**src/rcsr_pkg.sv**
```systemverilog
// Shared constants for the clock control and status register block
package rcsr_pkg;
   localparam int unsigned DIV_STAGES = 22;
   localparam int unsigned OSC_NS = 30517;
   localparam int unsigned UIP_LEAD_NS = 244000;
   localparam int unsigned UIP_LEAD_TICKS = (UIP_LEAD_NS + OSC_NS - 1) / OSC_NS;
   localparam int unsigned UPD_CYCLE_NS = 1948000;
   localparam int unsigned UPD_TICKS = (UPD_CYCLE_NS + OSC_NS - 1) / OSC_NS;
   localparam logic [21:0] HALF_PRELOAD = 22'h004000;
   localparam logic [14:0] SEC_LAST = 15'h7fff;
   localparam logic [2:0] DIV_RST_CODE = 3'b001;
   localparam logic [1:0] DIV_RST_TOP = 2'b11;
   localparam logic [3:0] RATE_OFF = 4'h0;
   localparam logic [3:0] RATE_FAST_FIRST = 4'h3;
   localparam logic [4:0] TAP_FAST_BASE = 5'h02;
   localparam logic [4:0] TAP_SLOW_BASE = 5'h05;
   localparam logic [7:0] IDX_SEC = 8'h00;
   localparam logic [7:0] IDX_SEC_ALM = 8'h01;
   localparam logic [7:0] IDX_MIN = 8'h02;
   localparam logic [7:0] IDX_MIN_ALM = 8'h03;
   localparam logic [7:0] IDX_HOUR = 8'h04;
   localparam logic [7:0] IDX_HOUR_ALM = 8'h05;
   localparam logic [7:0] IDX_DAY = 8'h07;
   localparam logic [7:0] IDX_DIV_RATE = 8'h0a;
   localparam logic [7:0] IDX_IRQ_FMT = 8'h0b;
   localparam logic [7:0] IDX_FLAGS = 8'h0c;
   localparam logic [7:0] IDX_VALID_DAY = 8'h0d;
   localparam logic [7:0] IDX_CENTURY = 8'h32;
   localparam logic [1:0] ALM_DONT_CARE = 2'b11;
   localparam logic [7:0] CENT_BCD_MAX = 8'h39;
   localparam logic [7:0] CENT_BIN_MAX = 8'h3f;
   localparam int unsigned IDX_LSB = 2;
endpackage

```
**src/rcsr_time_if.sv**
```systemverilog
// Link between register core, divider chain and update sequencer
`timescale 1ns/1ps
`default_nettype none
interface rcsr_time_if;
   logic osc_tick;
   logic run;
   logic freeze;
   logic [3:0] rate;
   logic pre_evt;
   logic sec_evt;
   logic per_evt;
   logic pending;
   logic done;
   modport div (input osc_tick, run, rate, output pre_evt, sec_evt, per_evt);
   modport seq (input osc_tick, run, freeze, pre_evt, sec_evt, output pending, done);
   modport core (output osc_tick, run, freeze, rate, input per_evt, pending, done);
endinterface
`default_nettype wire

```
**src/rcsr_div.sv**
```systemverilog
// Divider chain with one-second, pre-update and periodic tap events
`timescale 1ns/1ps
`default_nettype none
module rcsr_div #(
   parameter int unsigned STAGES = rcsr_pkg::DIV_STAGES
) (
   input wire logic pclk,
   input wire logic presetn,
   input wire logic clk_en,
   rcsr_time_if.div t
);
   typedef struct packed {
      logic [STAGES-1:0] cnt;
      logic pre;
      logic sec;
      logic per;
   } rcsr_div_state_type;
   localparam logic [14:0] PRE_AT = rcsr_pkg::SEC_LAST - 15'(rcsr_pkg::UIP_LEAD_TICKS);
   rcsr_div_state_type q, d;
   logic [4:0] tap;
   logic [STAGES-1:0] mask;

   always_comb begin
      // Codes 1 and 2 reuse the slow taps of codes 8 and 9
      tap = (t.rate >= rcsr_pkg::RATE_FAST_FIRST) ? 5'(t.rate) - rcsr_pkg::TAP_FAST_BASE :
            5'(t.rate) + rcsr_pkg::TAP_SLOW_BASE;
      mask = (STAGES'(1) << (tap + 5'h01)) - STAGES'(1);
      d = q;
      d.pre = 1'b0;
      d.sec = 1'b0;
      d.per = 1'b0;
      if (!t.run) begin
         // Held at half count so the first second lands 0.5 s after release
         d.cnt = rcsr_pkg::HALF_PRELOAD[STAGES-1:0];
      end else if (t.osc_tick) begin
         d.cnt = q.cnt + STAGES'(1);
         d.sec = (q.cnt[14:0] == rcsr_pkg::SEC_LAST);
         d.pre = (q.cnt[14:0] == PRE_AT);
         d.per = (t.rate != rcsr_pkg::RATE_OFF) && ((q.cnt & mask) == mask);
      end
   end

   always_ff @(posedge pclk or negedge presetn) begin
      if (!presetn) begin
         q <= '0;
      end else if (clk_en) begin
         q <= d;
      end
   end

   assign t.pre_evt = q.pre;
   assign t.sec_evt = q.sec;
   assign t.per_evt = q.per;
endmodule
`default_nettype wire

```
**src/rcsr_regs.sv**
```systemverilog
// Clock control/status registers, flags, CMOS bytes and APB slave
//
// Added by the designer: register access over APB.
`timescale 1ns/1ps
`default_nettype none
// Function
// - Divider select codes run, reset or test; 001 and 11x hold, all others run, no test mode
// - First update half second after reset release
// - Divider and rate bits survive main reset
// - Rate picks one of 13 taps, 0 off
// - Period follows rate code table
// - Periodic flag sets regardless of enable
// - Periodic enable gates request, main reset clears
// - Freeze bit aborts and blocks updates
// - Alarm flag on time match, don't-care codes
// - Update enable cleared by reset, freeze rise
// - Daylight bit and reserved bit read zero
// - Binary format bit host-only, survives reset
// - Hour format bit host-only, survives reset
// - Request flag is any flag-enable pair
// - Flag read clears flags; main reset too
// - Update-end flag set after each update
// - Low four flag bits read zero
// - Valid bit cleared on power loss, read sets if power good
// - Day alarm byte, bit 6 zero, gated read
// - Century byte increments on year wrap
// - General-purpose bytes always accessible; writes are ignored while main reset is high
// - Updates only when unfrozen and dividing
// - Pending bit leads update, held till end
module rcsr_regs (
   input wire logic pclk,
   input wire logic presetn,
   input wire logic clk_en,
   input wire logic psel,
   input wire logic penable,
   input wire logic pwrite,
   input wire logic [11:0] paddr,
   input wire logic [31:0] pwdata,
   output logic [31:0] prdata,
   output logic pready,
   output logic pslverr,
   input wire logic osc_tick,
   input wire logic main_power_on_reset,
   input wire logic power_good,
   input wire logic both_power_lost,
   input wire logic year_wrap,
   output logic irq_out_n,
   output logic update_tick
);
   typedef struct packed {
      logic [255:0][7:0] ram;
      logic [2:0] divider_select;
      logic [3:0] rate_select;
      logic freeze;
      logic periodic_irq_enable;
      logic alarm_irq_enable;
      logic update_end_irq_enable;
      logic binary_format;
      logic hour_24;
      logic periodic_flag;
      logic alarm_flag;
      logic update_end_flag;
      logic valid_ram_time;
      logic [5:0] day_alarm;
      logic [7:0] rdata;
      logic [7:0] acc_idx;
      logic pready;
      logic pslverr;
      logic irq_n;
      logic upd_tick;
   } rcsr_state_type;

   rcsr_state_type q, d;
   rcsr_time_if tif ();

   assign tif.osc_tick = osc_tick;
   assign tif.rate = q.rate_select;
   assign tif.freeze = q.freeze;
   // Codes 001 and 11x hold the chain; all others let it count
   assign tif.run = !((q.divider_select == rcsr_pkg::DIV_RST_CODE) ||
                      (q.divider_select[2:1] == rcsr_pkg::DIV_RST_TOP));

   rcsr_div #(
      .STAGES(rcsr_pkg::DIV_STAGES)
   ) u_div (
      .pclk(pclk),
      .presetn(presetn),
      .clk_en(clk_en),
      .t(tif.div)
   );

   rcsr_upd u_upd (
      .pclk(pclk),
      .presetn(presetn),
      .clk_en(clk_en),
      .t(tif.seq)
   );

   function automatic logic alm_hit(input logic [7:0] tm, input logic [7:0] al);
      return (al[7:6] == rcsr_pkg::ALM_DONT_CARE) || (al == tm);
   endfunction

   function automatic logic [7:0] cent_inc(input logic [7:0] v, input logic bin);
      logic [7:0] r;
      r = v + 8'h01;
      if (bin) begin
         if (v >= rcsr_pkg::CENT_BIN_MAX) begin
            r = 8'h00;
         end
      end else if (v >= rcsr_pkg::CENT_BCD_MAX) begin
         r = 8'h00;
      end else if (v[3:0] == 4'h9) begin
         r = {v[7:4] + 4'h1, 4'h0};
      end
      return r;
   endfunction

   function automatic logic irq_pairs(input rcsr_state_type s);
      return (s.periodic_flag && s.periodic_irq_enable) ||
             (s.alarm_flag && s.alarm_irq_enable) ||
             (s.update_end_flag && s.update_end_irq_enable);
   endfunction

   function automatic logic [7:0] rd_byte(input rcsr_state_type s, input logic [7:0] idx,
                                          input logic pend);
      logic [7:0] r;
      r = s.ram[idx];
      case (idx)
         rcsr_pkg::IDX_DIV_RATE: begin
            r = {pend, s.divider_select, s.rate_select};
         end
         rcsr_pkg::IDX_IRQ_FMT: begin
            r = {s.freeze, s.periodic_irq_enable, s.alarm_irq_enable,
                 s.update_end_irq_enable, 1'b0, s.binary_format, s.hour_24, 1'b0};
         end
         rcsr_pkg::IDX_FLAGS: begin
            r = {irq_pairs(s), s.periodic_flag, s.alarm_flag, s.update_end_flag,
                 4'h0};
         end
         rcsr_pkg::IDX_VALID_DAY: begin
            r = {s.valid_ram_time, 1'b0,
                 s.alarm_irq_enable ? s.day_alarm : 6'h00};
         end
         default: begin
            r = s.ram[idx];
         end
      endcase
      return r;
   endfunction

   logic [7:0] idx;
   logic bad_addr;
   logic day_ok;
   logic [3:0] clr_mask;

   always_comb begin
      idx = paddr[rcsr_pkg::IDX_LSB +: 8];
      bad_addr = |paddr[11:10];
      clr_mask = 4'h0;
      day_ok = (q.day_alarm == 6'h00) ||
               (q.day_alarm[5:4] == rcsr_pkg::ALM_DONT_CARE) ||
               (q.day_alarm == q.ram[rcsr_pkg::IDX_DAY][5:0]);
      d = q;
      d.upd_tick = tif.done;

      // Counting engine reports a year wrap; a same-cycle host write wins below
      if (year_wrap) begin
         d.ram[rcsr_pkg::IDX_CENTURY] =
            cent_inc(q.ram[rcsr_pkg::IDX_CENTURY], q.binary_format);
      end

      // Setup phase: sample read data a cycle early so prdata is a flop
      if (psel && !penable) begin
         d.pready = 1'b1;
         d.pslverr = bad_addr;
         d.acc_idx = idx;
         d.rdata = bad_addr ? 8'h00 : rd_byte(q, idx, tif.pending);
      end else if (psel && penable && q.pready) begin
         d.pready = 1'b0;
         d.pslverr = 1'b0;
         // Host lockout while main power is coming up
         if (!q.pslverr && !main_power_on_reset) begin
            if (pwrite) begin
               case (q.acc_idx)
                  rcsr_pkg::IDX_DIV_RATE: begin
                     d.divider_select = pwdata[6:4];
                     d.rate_select = pwdata[3:0];
                  end
                  rcsr_pkg::IDX_IRQ_FMT: begin
                     d.freeze = pwdata[7];
                     d.periodic_irq_enable = pwdata[6];
                     d.alarm_irq_enable = pwdata[5];
                     d.update_end_irq_enable = pwdata[4];
                     d.binary_format = pwdata[2];
                     d.hour_24 = pwdata[1];
                     if (pwdata[7] && !q.freeze) begin
                        d.update_end_irq_enable = 1'b0;
                     end
                  end
                  rcsr_pkg::IDX_FLAGS: begin
                     // Flag register takes no writes
                     d.acc_idx = q.acc_idx;
                  end
                  rcsr_pkg::IDX_VALID_DAY: begin
                     d.day_alarm = pwdata[5:0];
                  end
                  default: begin
                     d.ram[q.acc_idx] = pwdata[7:0];
                  end
               endcase
            end else begin
               if (q.acc_idx == rcsr_pkg::IDX_FLAGS) begin
                  // Only bits seen by the reader are erased
                  clr_mask = q.rdata[7:4];
               end
               if (q.acc_idx == rcsr_pkg::IDX_VALID_DAY && power_good) begin
                  d.valid_ram_time = 1'b1;
               end
            end
         end
      end

      if (clr_mask[2]) begin
         d.periodic_flag = 1'b0;
      end
      if (clr_mask[1]) begin
         d.alarm_flag = 1'b0;
      end
      if (clr_mask[0]) begin
         d.update_end_flag = 1'b0;
      end

      // Sets after clears: an event in the clearing cycle survives
      if (tif.per_evt) begin
         d.periodic_flag = 1'b1;
      end
      if (tif.done) begin
         d.update_end_flag = 1'b1;
         if (alm_hit(q.ram[rcsr_pkg::IDX_SEC], q.ram[rcsr_pkg::IDX_SEC_ALM]) &&
             alm_hit(q.ram[rcsr_pkg::IDX_MIN], q.ram[rcsr_pkg::IDX_MIN_ALM]) &&
             alm_hit(q.ram[rcsr_pkg::IDX_HOUR], q.ram[rcsr_pkg::IDX_HOUR_ALM]) &&
             day_ok) begin
            d.alarm_flag = 1'b1;
         end
      end

      if (both_power_lost) begin
         d.valid_ram_time = 1'b0;
      end

      // Main reset spares divider, rate, freeze and format bits
      if (main_power_on_reset) begin
         d.periodic_irq_enable = 1'b0;
         d.alarm_irq_enable = 1'b0;
         d.update_end_irq_enable = 1'b0;
         d.periodic_flag = 1'b0;
         d.alarm_flag = 1'b0;
         d.update_end_flag = 1'b0;
      end

      d.irq_n = !irq_pairs(d);
   end

   always_ff @(posedge pclk or negedge presetn) begin
      if (!presetn) begin
         q <= '0;
         q.irq_n <= 1'b1;
      end else if (clk_en) begin
         q <= d;
      end
   end

   assign prdata = {24'h000000, q.rdata};
   assign pready = q.pready;
   assign pslverr = q.pslverr;
   assign irq_out_n = q.irq_n;
   assign update_tick = q.upd_tick;
endmodule
`default_nettype wire

```
**src/rcsr_upd.sv**
```systemverilog
// Update cycle sequencer: pending window, busy interval, end pulse
`timescale 1ns/1ps
`default_nettype none
module rcsr_upd (
   input wire logic pclk,
   input wire logic presetn,
   input wire logic clk_en,
   rcsr_time_if.seq t
);
   typedef enum logic [1:0] {UPD_IDLE, UPD_PEND, UPD_BUSY} rcsr_upd_st_type;
   typedef struct packed {
      rcsr_upd_st_type st;
      logic [6:0] cnt;
      logic pend;
      logic done;
   } rcsr_upd_state_type;
   rcsr_upd_state_type q, d;

   always_comb begin
      d = q;
      d.done = 1'b0;
      if (t.freeze || !t.run) begin
         // Freeze aborts a cycle already under way
         d.st = UPD_IDLE;
         d.pend = 1'b0;
      end else begin
         case (q.st)
            UPD_IDLE: begin
               if (t.pre_evt) begin
                  d.st = UPD_PEND;
                  d.pend = 1'b1;
               end else if (t.sec_evt) begin
                  d.st = UPD_BUSY;
                  d.cnt = 7'h00;
                  d.pend = 1'b1;
               end
            end
            UPD_PEND: begin
               if (t.sec_evt) begin
                  d.st = UPD_BUSY;
                  d.cnt = 7'h00;
               end
            end
            UPD_BUSY: begin
               if (t.osc_tick) begin
                  d.cnt = q.cnt + 7'h01;
                  if (q.cnt == 7'(rcsr_pkg::UPD_TICKS - 1)) begin
                     d.st = UPD_IDLE;
                     d.pend = 1'b0;
                     d.done = 1'b1;
                  end
               end
            end
            default: begin
               d.st = UPD_IDLE;
               d.pend = 1'b0;
            end
         endcase
      end
   end

   always_ff @(posedge pclk or negedge presetn) begin
      if (!presetn) begin
         q <= '0;
      end else if (clk_en) begin
         q <= d;
      end
   end

   assign t.pending = q.pend;
   assign t.done = q.done;
endmodule
`default_nettype wire

```
**config.mk**
```make
export PLATFORM = sky130hd
export DESIGN_NAME = rcsr_regs
export DESIGN_NICKNAME = d
export VERILOG_FILES = /design/src/rcsr_pkg.sv /design/src/rcsr_time_if.sv /design/src/rcsr_div.sv /design/src/rcsr_regs.sv /design/src/rcsr_upd.sv
export SDC_FILE = /design/constraint.sdc
export NUM_CORES = 2
export LEC_CHECK = 0
export BUFFER_PORTS_ARGS = -buffer_cell sky130_fd_sc_hd__buf_2
export CELL_PAD_IN_SITES_DETAIL_PLACEMENT = 0
export CELL_PAD_IN_SITES_GLOBAL_PLACEMENT = 1
export CORE_ASPECT_RATIO = 0.6
export CORE_MARGIN = 3
export CORE_UTILIZATION = 55
export CTS_BUF_LIST = sky130_fd_sc_hd__clkbuf_8
export CTS_CLUSTER_DIAMETER = 30
export DETAILED_ROUTE_END_ITERATION = 6
export GPL_ROUTABILITY_DRIVEN = 0
export HOLD_SLACK_MARGIN = 0.03
export PLACE_DENSITY = 0.87
export SLEW_MARGIN = 10
export SYNTH_ARGS = -nofsm -noshare
export SYNTH_HDL_FRONTEND = slang
export SYNTH_SLANG_ARGS = --single-unit
```
**constraint.sdc**
```tcl
create_clock -name pclk -period 4.2 [get_ports pclk]
set_input_delay 0.84 -clock pclk [delete_from_list [all_inputs] [get_ports pclk]]
set_output_delay 0.84 -clock pclk [all_outputs]
set_load 0.02 [all_outputs]
```
==> run_results.csv <==
group,metric,value,unit
run_status,outcome,"completed",
global_routing,grt_pass1_vias,64020,
floorplanning,rows,119,
power_and_ir_drop,p_sw_share,25.22,%
floorplanning,dieHeight,334.3,microns
timing,setup_viol,0,
timing,worst_clock_skew,0.09513,ns
global_routing,antenna_found_initial,17,
critical_path,r2r-start,"tif.rate[1]",
cts,cts-buffers-inserted,323,
logic_synthesis,synth.largest_area_cell,"dfrtp_1",
layout,areaGrowthSynthToFinish,11.57,%
timing,rsz0062_at_grt,"no",
cts,cts_buffer_depth,4,
cts,cts_num_sinks,2127,
power_and_ir_drop,peakVddDrop,0.3801,mV
global_routing,groute.usage.overall,31.33,%
worst_hold_path,hp-start,"main_power_on_reset",
logic_synthesis,ys.flop_type,"dfrtp_1",
layout,fillers,12758,
worst_hold_path,hold_class,"in -> reg",
timing,layout_min_cycle_time,4.005,ns
global_routing,grt_start_max_net_pins,133,
cts,clkTransAtPathRegs,0.07,ns
cts,clk_latency,0.99,ns
layout,drive_gt1_share,49.05,%
timing,fmax,0.2497,GHz
logic_synthesis,yosysWarnings,0,
logic_synthesis,syn_inst,6671,
logic_synthesis,yosysTopAreaCellShare,53.84,%
global_routing,grt-ovfl-total,0,
logic_synthesis,synth-edff-count,0,
critical_path,cpPeakStageDelay,0.52,ns
power_and_ir_drop,p_sw,10.48,mW
routing,first_pass_iters,6,
timing,drv_slew,0,
floorplanning,initial_core_util,55.81,%
timing,period_share,95.36,%
timing,hold_viol,0,
place,dpl_cell_area,103500,sq um
power_and_ir_drop,p_per_area,377.0,nW/um^2
floorplanning,floorplan.die_area,184900,sq um
power_and_ir_drop,intPower,31.08,mW
power_and_ir_drop,combPwrFrac,6.4,%
power_and_ir_drop,seqPwrFrac,50.0,%
routing,antenna_left,0,
cts,cts_root_buf,"clkbuf_8",
place,dp_hpwl,193200,microns
logic_synthesis,ys_seq_area_share,53.87,%
critical_path,crit_chain,"buf_4 -> ha_1 -> or2_1 -> or3_1 -> a211oi_2 -> inv_1 -> ha_1 -> buf_4 -> nor4_1 -> a31oi_1 -> a311oi_1 -> a31oi_1 -> nand4_1 -> o32ai_1",
routing,dr.first_iter.drc_count,7343,
layout,register_area,53230,sq um
routing,drc,0,
critical_path,worst_setup_path_end_kind,"register",
power_and_ir_drop,clockPowerShare,43.6,%
global_routing,grt_pass1_wl,431600,microns
logic_synthesis,synth.area.top_cells,"dfrtp_1 (54%), mux2_2 (23%), mux4_2 (11%)",
routing,wirelength,290400,microns
critical_path,worstPathRequired,4.99,ns
layout,nets,6948,
power_and_ir_drop,cellLeakagePower,54.30,nW
critical_path,cp_data_arrival_time,4.80,ns
cts,cts_setup_buffers,0,
logic_synthesis,synthArstFlopShare,100.0,%
logic_synthesis,synth.avg_cell_area,14.81,sq um
critical_path,crit_start,"tif.rate[1]",
cts,h-tree-depth,5,
logic_synthesis,mappedNetlistArea,98810,sq um
timing,slew_headroom,11.69,%
routing,detail_route.wl_per_cell,30.59,microns
place,io_buffers,40,
cts,cts_tree,"yes",
floorplanning,die_x,553.2,microns
critical_path,cp_max_fo,12,
floorplanning,pin_count,91,
floorplanning,core-area,177000,sq um
critical_path,critical-path-slowest-cell,"or3_1",
critical_path,cp-start-kind,"register",
logic_synthesis,synth_cell_types,82,
routing,routed_via_density,6.651,
logic_synthesis,ys_ff_latch,2127,
power_and_ir_drop,power,41.56,mW
layout,multi_input_area,43190,sq um
layout,final_area,110200,sq um
critical_path,criticalPathCategory,"reg -> reg",
cts,ctsHoldBuffers,1,
cts,post_cts_resized,0,
job,maxCapViolCount,0,
timing,tightest_slew,1.320,ns
routing,vias,63129,
[power groups by stage]
stage / clock network (mW) / registers [mW] / logic, mW
after floorplan: 0 / 21.1 / 1.32
after global placement: 0 / 21.1 / 2.56
after detailed placement: 0 / 21.2 / 2.61
after CTS: 18.3 / 20.8 / 2.62
after global routing: 19.3 / 20.8 / 2.81
final: 18.1 / 20.8 / 2.66
[sequential cells by signal, summed over array words and instances, names as in the netlist, 4 cells and up]
register  count
tif.rate      4
u_upd.q       9
u_div.q      22
q          2074
prdata        8
[area by class of cell]
cell class              instances  area share [%]
flip-flops and latches       2127           48.28
multi-input cells            3988           39.18
clock buffers                 381           4.757
repair buffers                411           3.622
well taps                    2359           2.677
clock inverters               184           1.351
inverters                      31          0.1124
diodes                         10         0.02270
[synth_stat cells (all sizes together), types with 20 or more instances]
cell / count
dfrtp: 2126
mux2: 2030
mux4: 499
nand2: 385
clkbuf: 367
buf: 181
mux2i: 171
nor2: 133
o21ai: 80
a21oi: 73
a22oi: 72
nand3: 60
nor3: 50
xor2: 32
inv: 31
nor4: 23
a221oi: 22
a22o: 21
a31oi: 20
[critical path: cells and delay by family, from the launching register on]
| family | cells | cell delay [ns] |
|---|---|---|
| simple gates | 4 | 1.28 |
| compound gates | 5 | 1.12 |
| buf+inv | 3 | 0.50 |
| fa+ha+maj | 2 | 0.50 |
| flops | 1 | 0.46 |
[through the flow]
step	std cells	TNS [ns]	util [%]	worst slack, ns	hold slack (ns)
5_1_grt	9483	0	62.26	0.09598	0.1719
3_5_place_dp	8915	0	58.45	0.08153	0.3631
4_1_cts	9481	0	62.26	0.3326	0.1200
2_1_floorplan	6694	0	-	0.8470	0.4239
6_report	9491	0	62.27	0.1949	0.1922
3_3_place_gp	8914	-0.3429	58.44	-0.3429	0.3603
[cell usage in the layout, fill, tap and decap left out, types with 20 or more instances in the layout]
cell type | netlist | layout
a31oi_1 | 20 | 20
buf_4 | 73 | 299
bufinv_16 | 0 | 23
buf_2 | 67 | 27
nor2_1 | 116 | 107
a21oi_1 | 73 | 73
a22oi_1 | 72 | 72
nand3_1 | 59 | 59
dfrtp_1 | 2126 | 2126
xor2_1 | 32 | 32
a221oi_1 | 22 | 22
inv_1 | 30 | 133
nand2_1 | 356 | 356
nor3_1 | 44 | 39
nand2_2 | 29 | 29
conb_1 | 1 | 24
clkbuf_8 | 0 | 389
a22o_1 | 21 | 21
nor4_1 | 23 | 22
mux2i_1 | 171 | 171
mux2_2 | 2026 | 2026
o21ai_0 | 80 | 80
mux4_2 | 499 | 499
clkinv_2 | 0 | 24
buf_12 | 0 | 72
[kinds of logic after synthesis]
family                     after synthesis  synth area share [%]
muxes                                 2700                 36.24
DFF                                   2127                 53.87
and+or+nand+nor                        773                 3.648
buffers and inverters                  579                 2.661
AOI/OAI and AO/OA                      442                 3.099
xor gates and xnor gates                38                0.3368
adders and majority gates               11                0.1393
other                                    1              0.003795
[per-layer routing]
layer	vias up	global-route usage (%)	part of all wire (%)
met2	3181	42.18	41
met3	642	12.16	12
met5	-	0	0.032
met4	14	10.78	3.6
li1	25330	-	-
met1	33962	46.32	43
[worst paths after layout]
path	cells after the start	slack, ns	endpoint
worst min register to register	0	0.37	q[124]
worst max-delay path	14	0.19	u_div.t.per_evt
worst max register to register	14	0.19	u_div.t.per_evt
min in group asynchronous	2	0.57	q[179]
worst min-delay path	2	0.19	q[29]
max in group asynchronous	3	2.20	q[1846]
No activity file was read; power rests on OpenSTA's default activity.
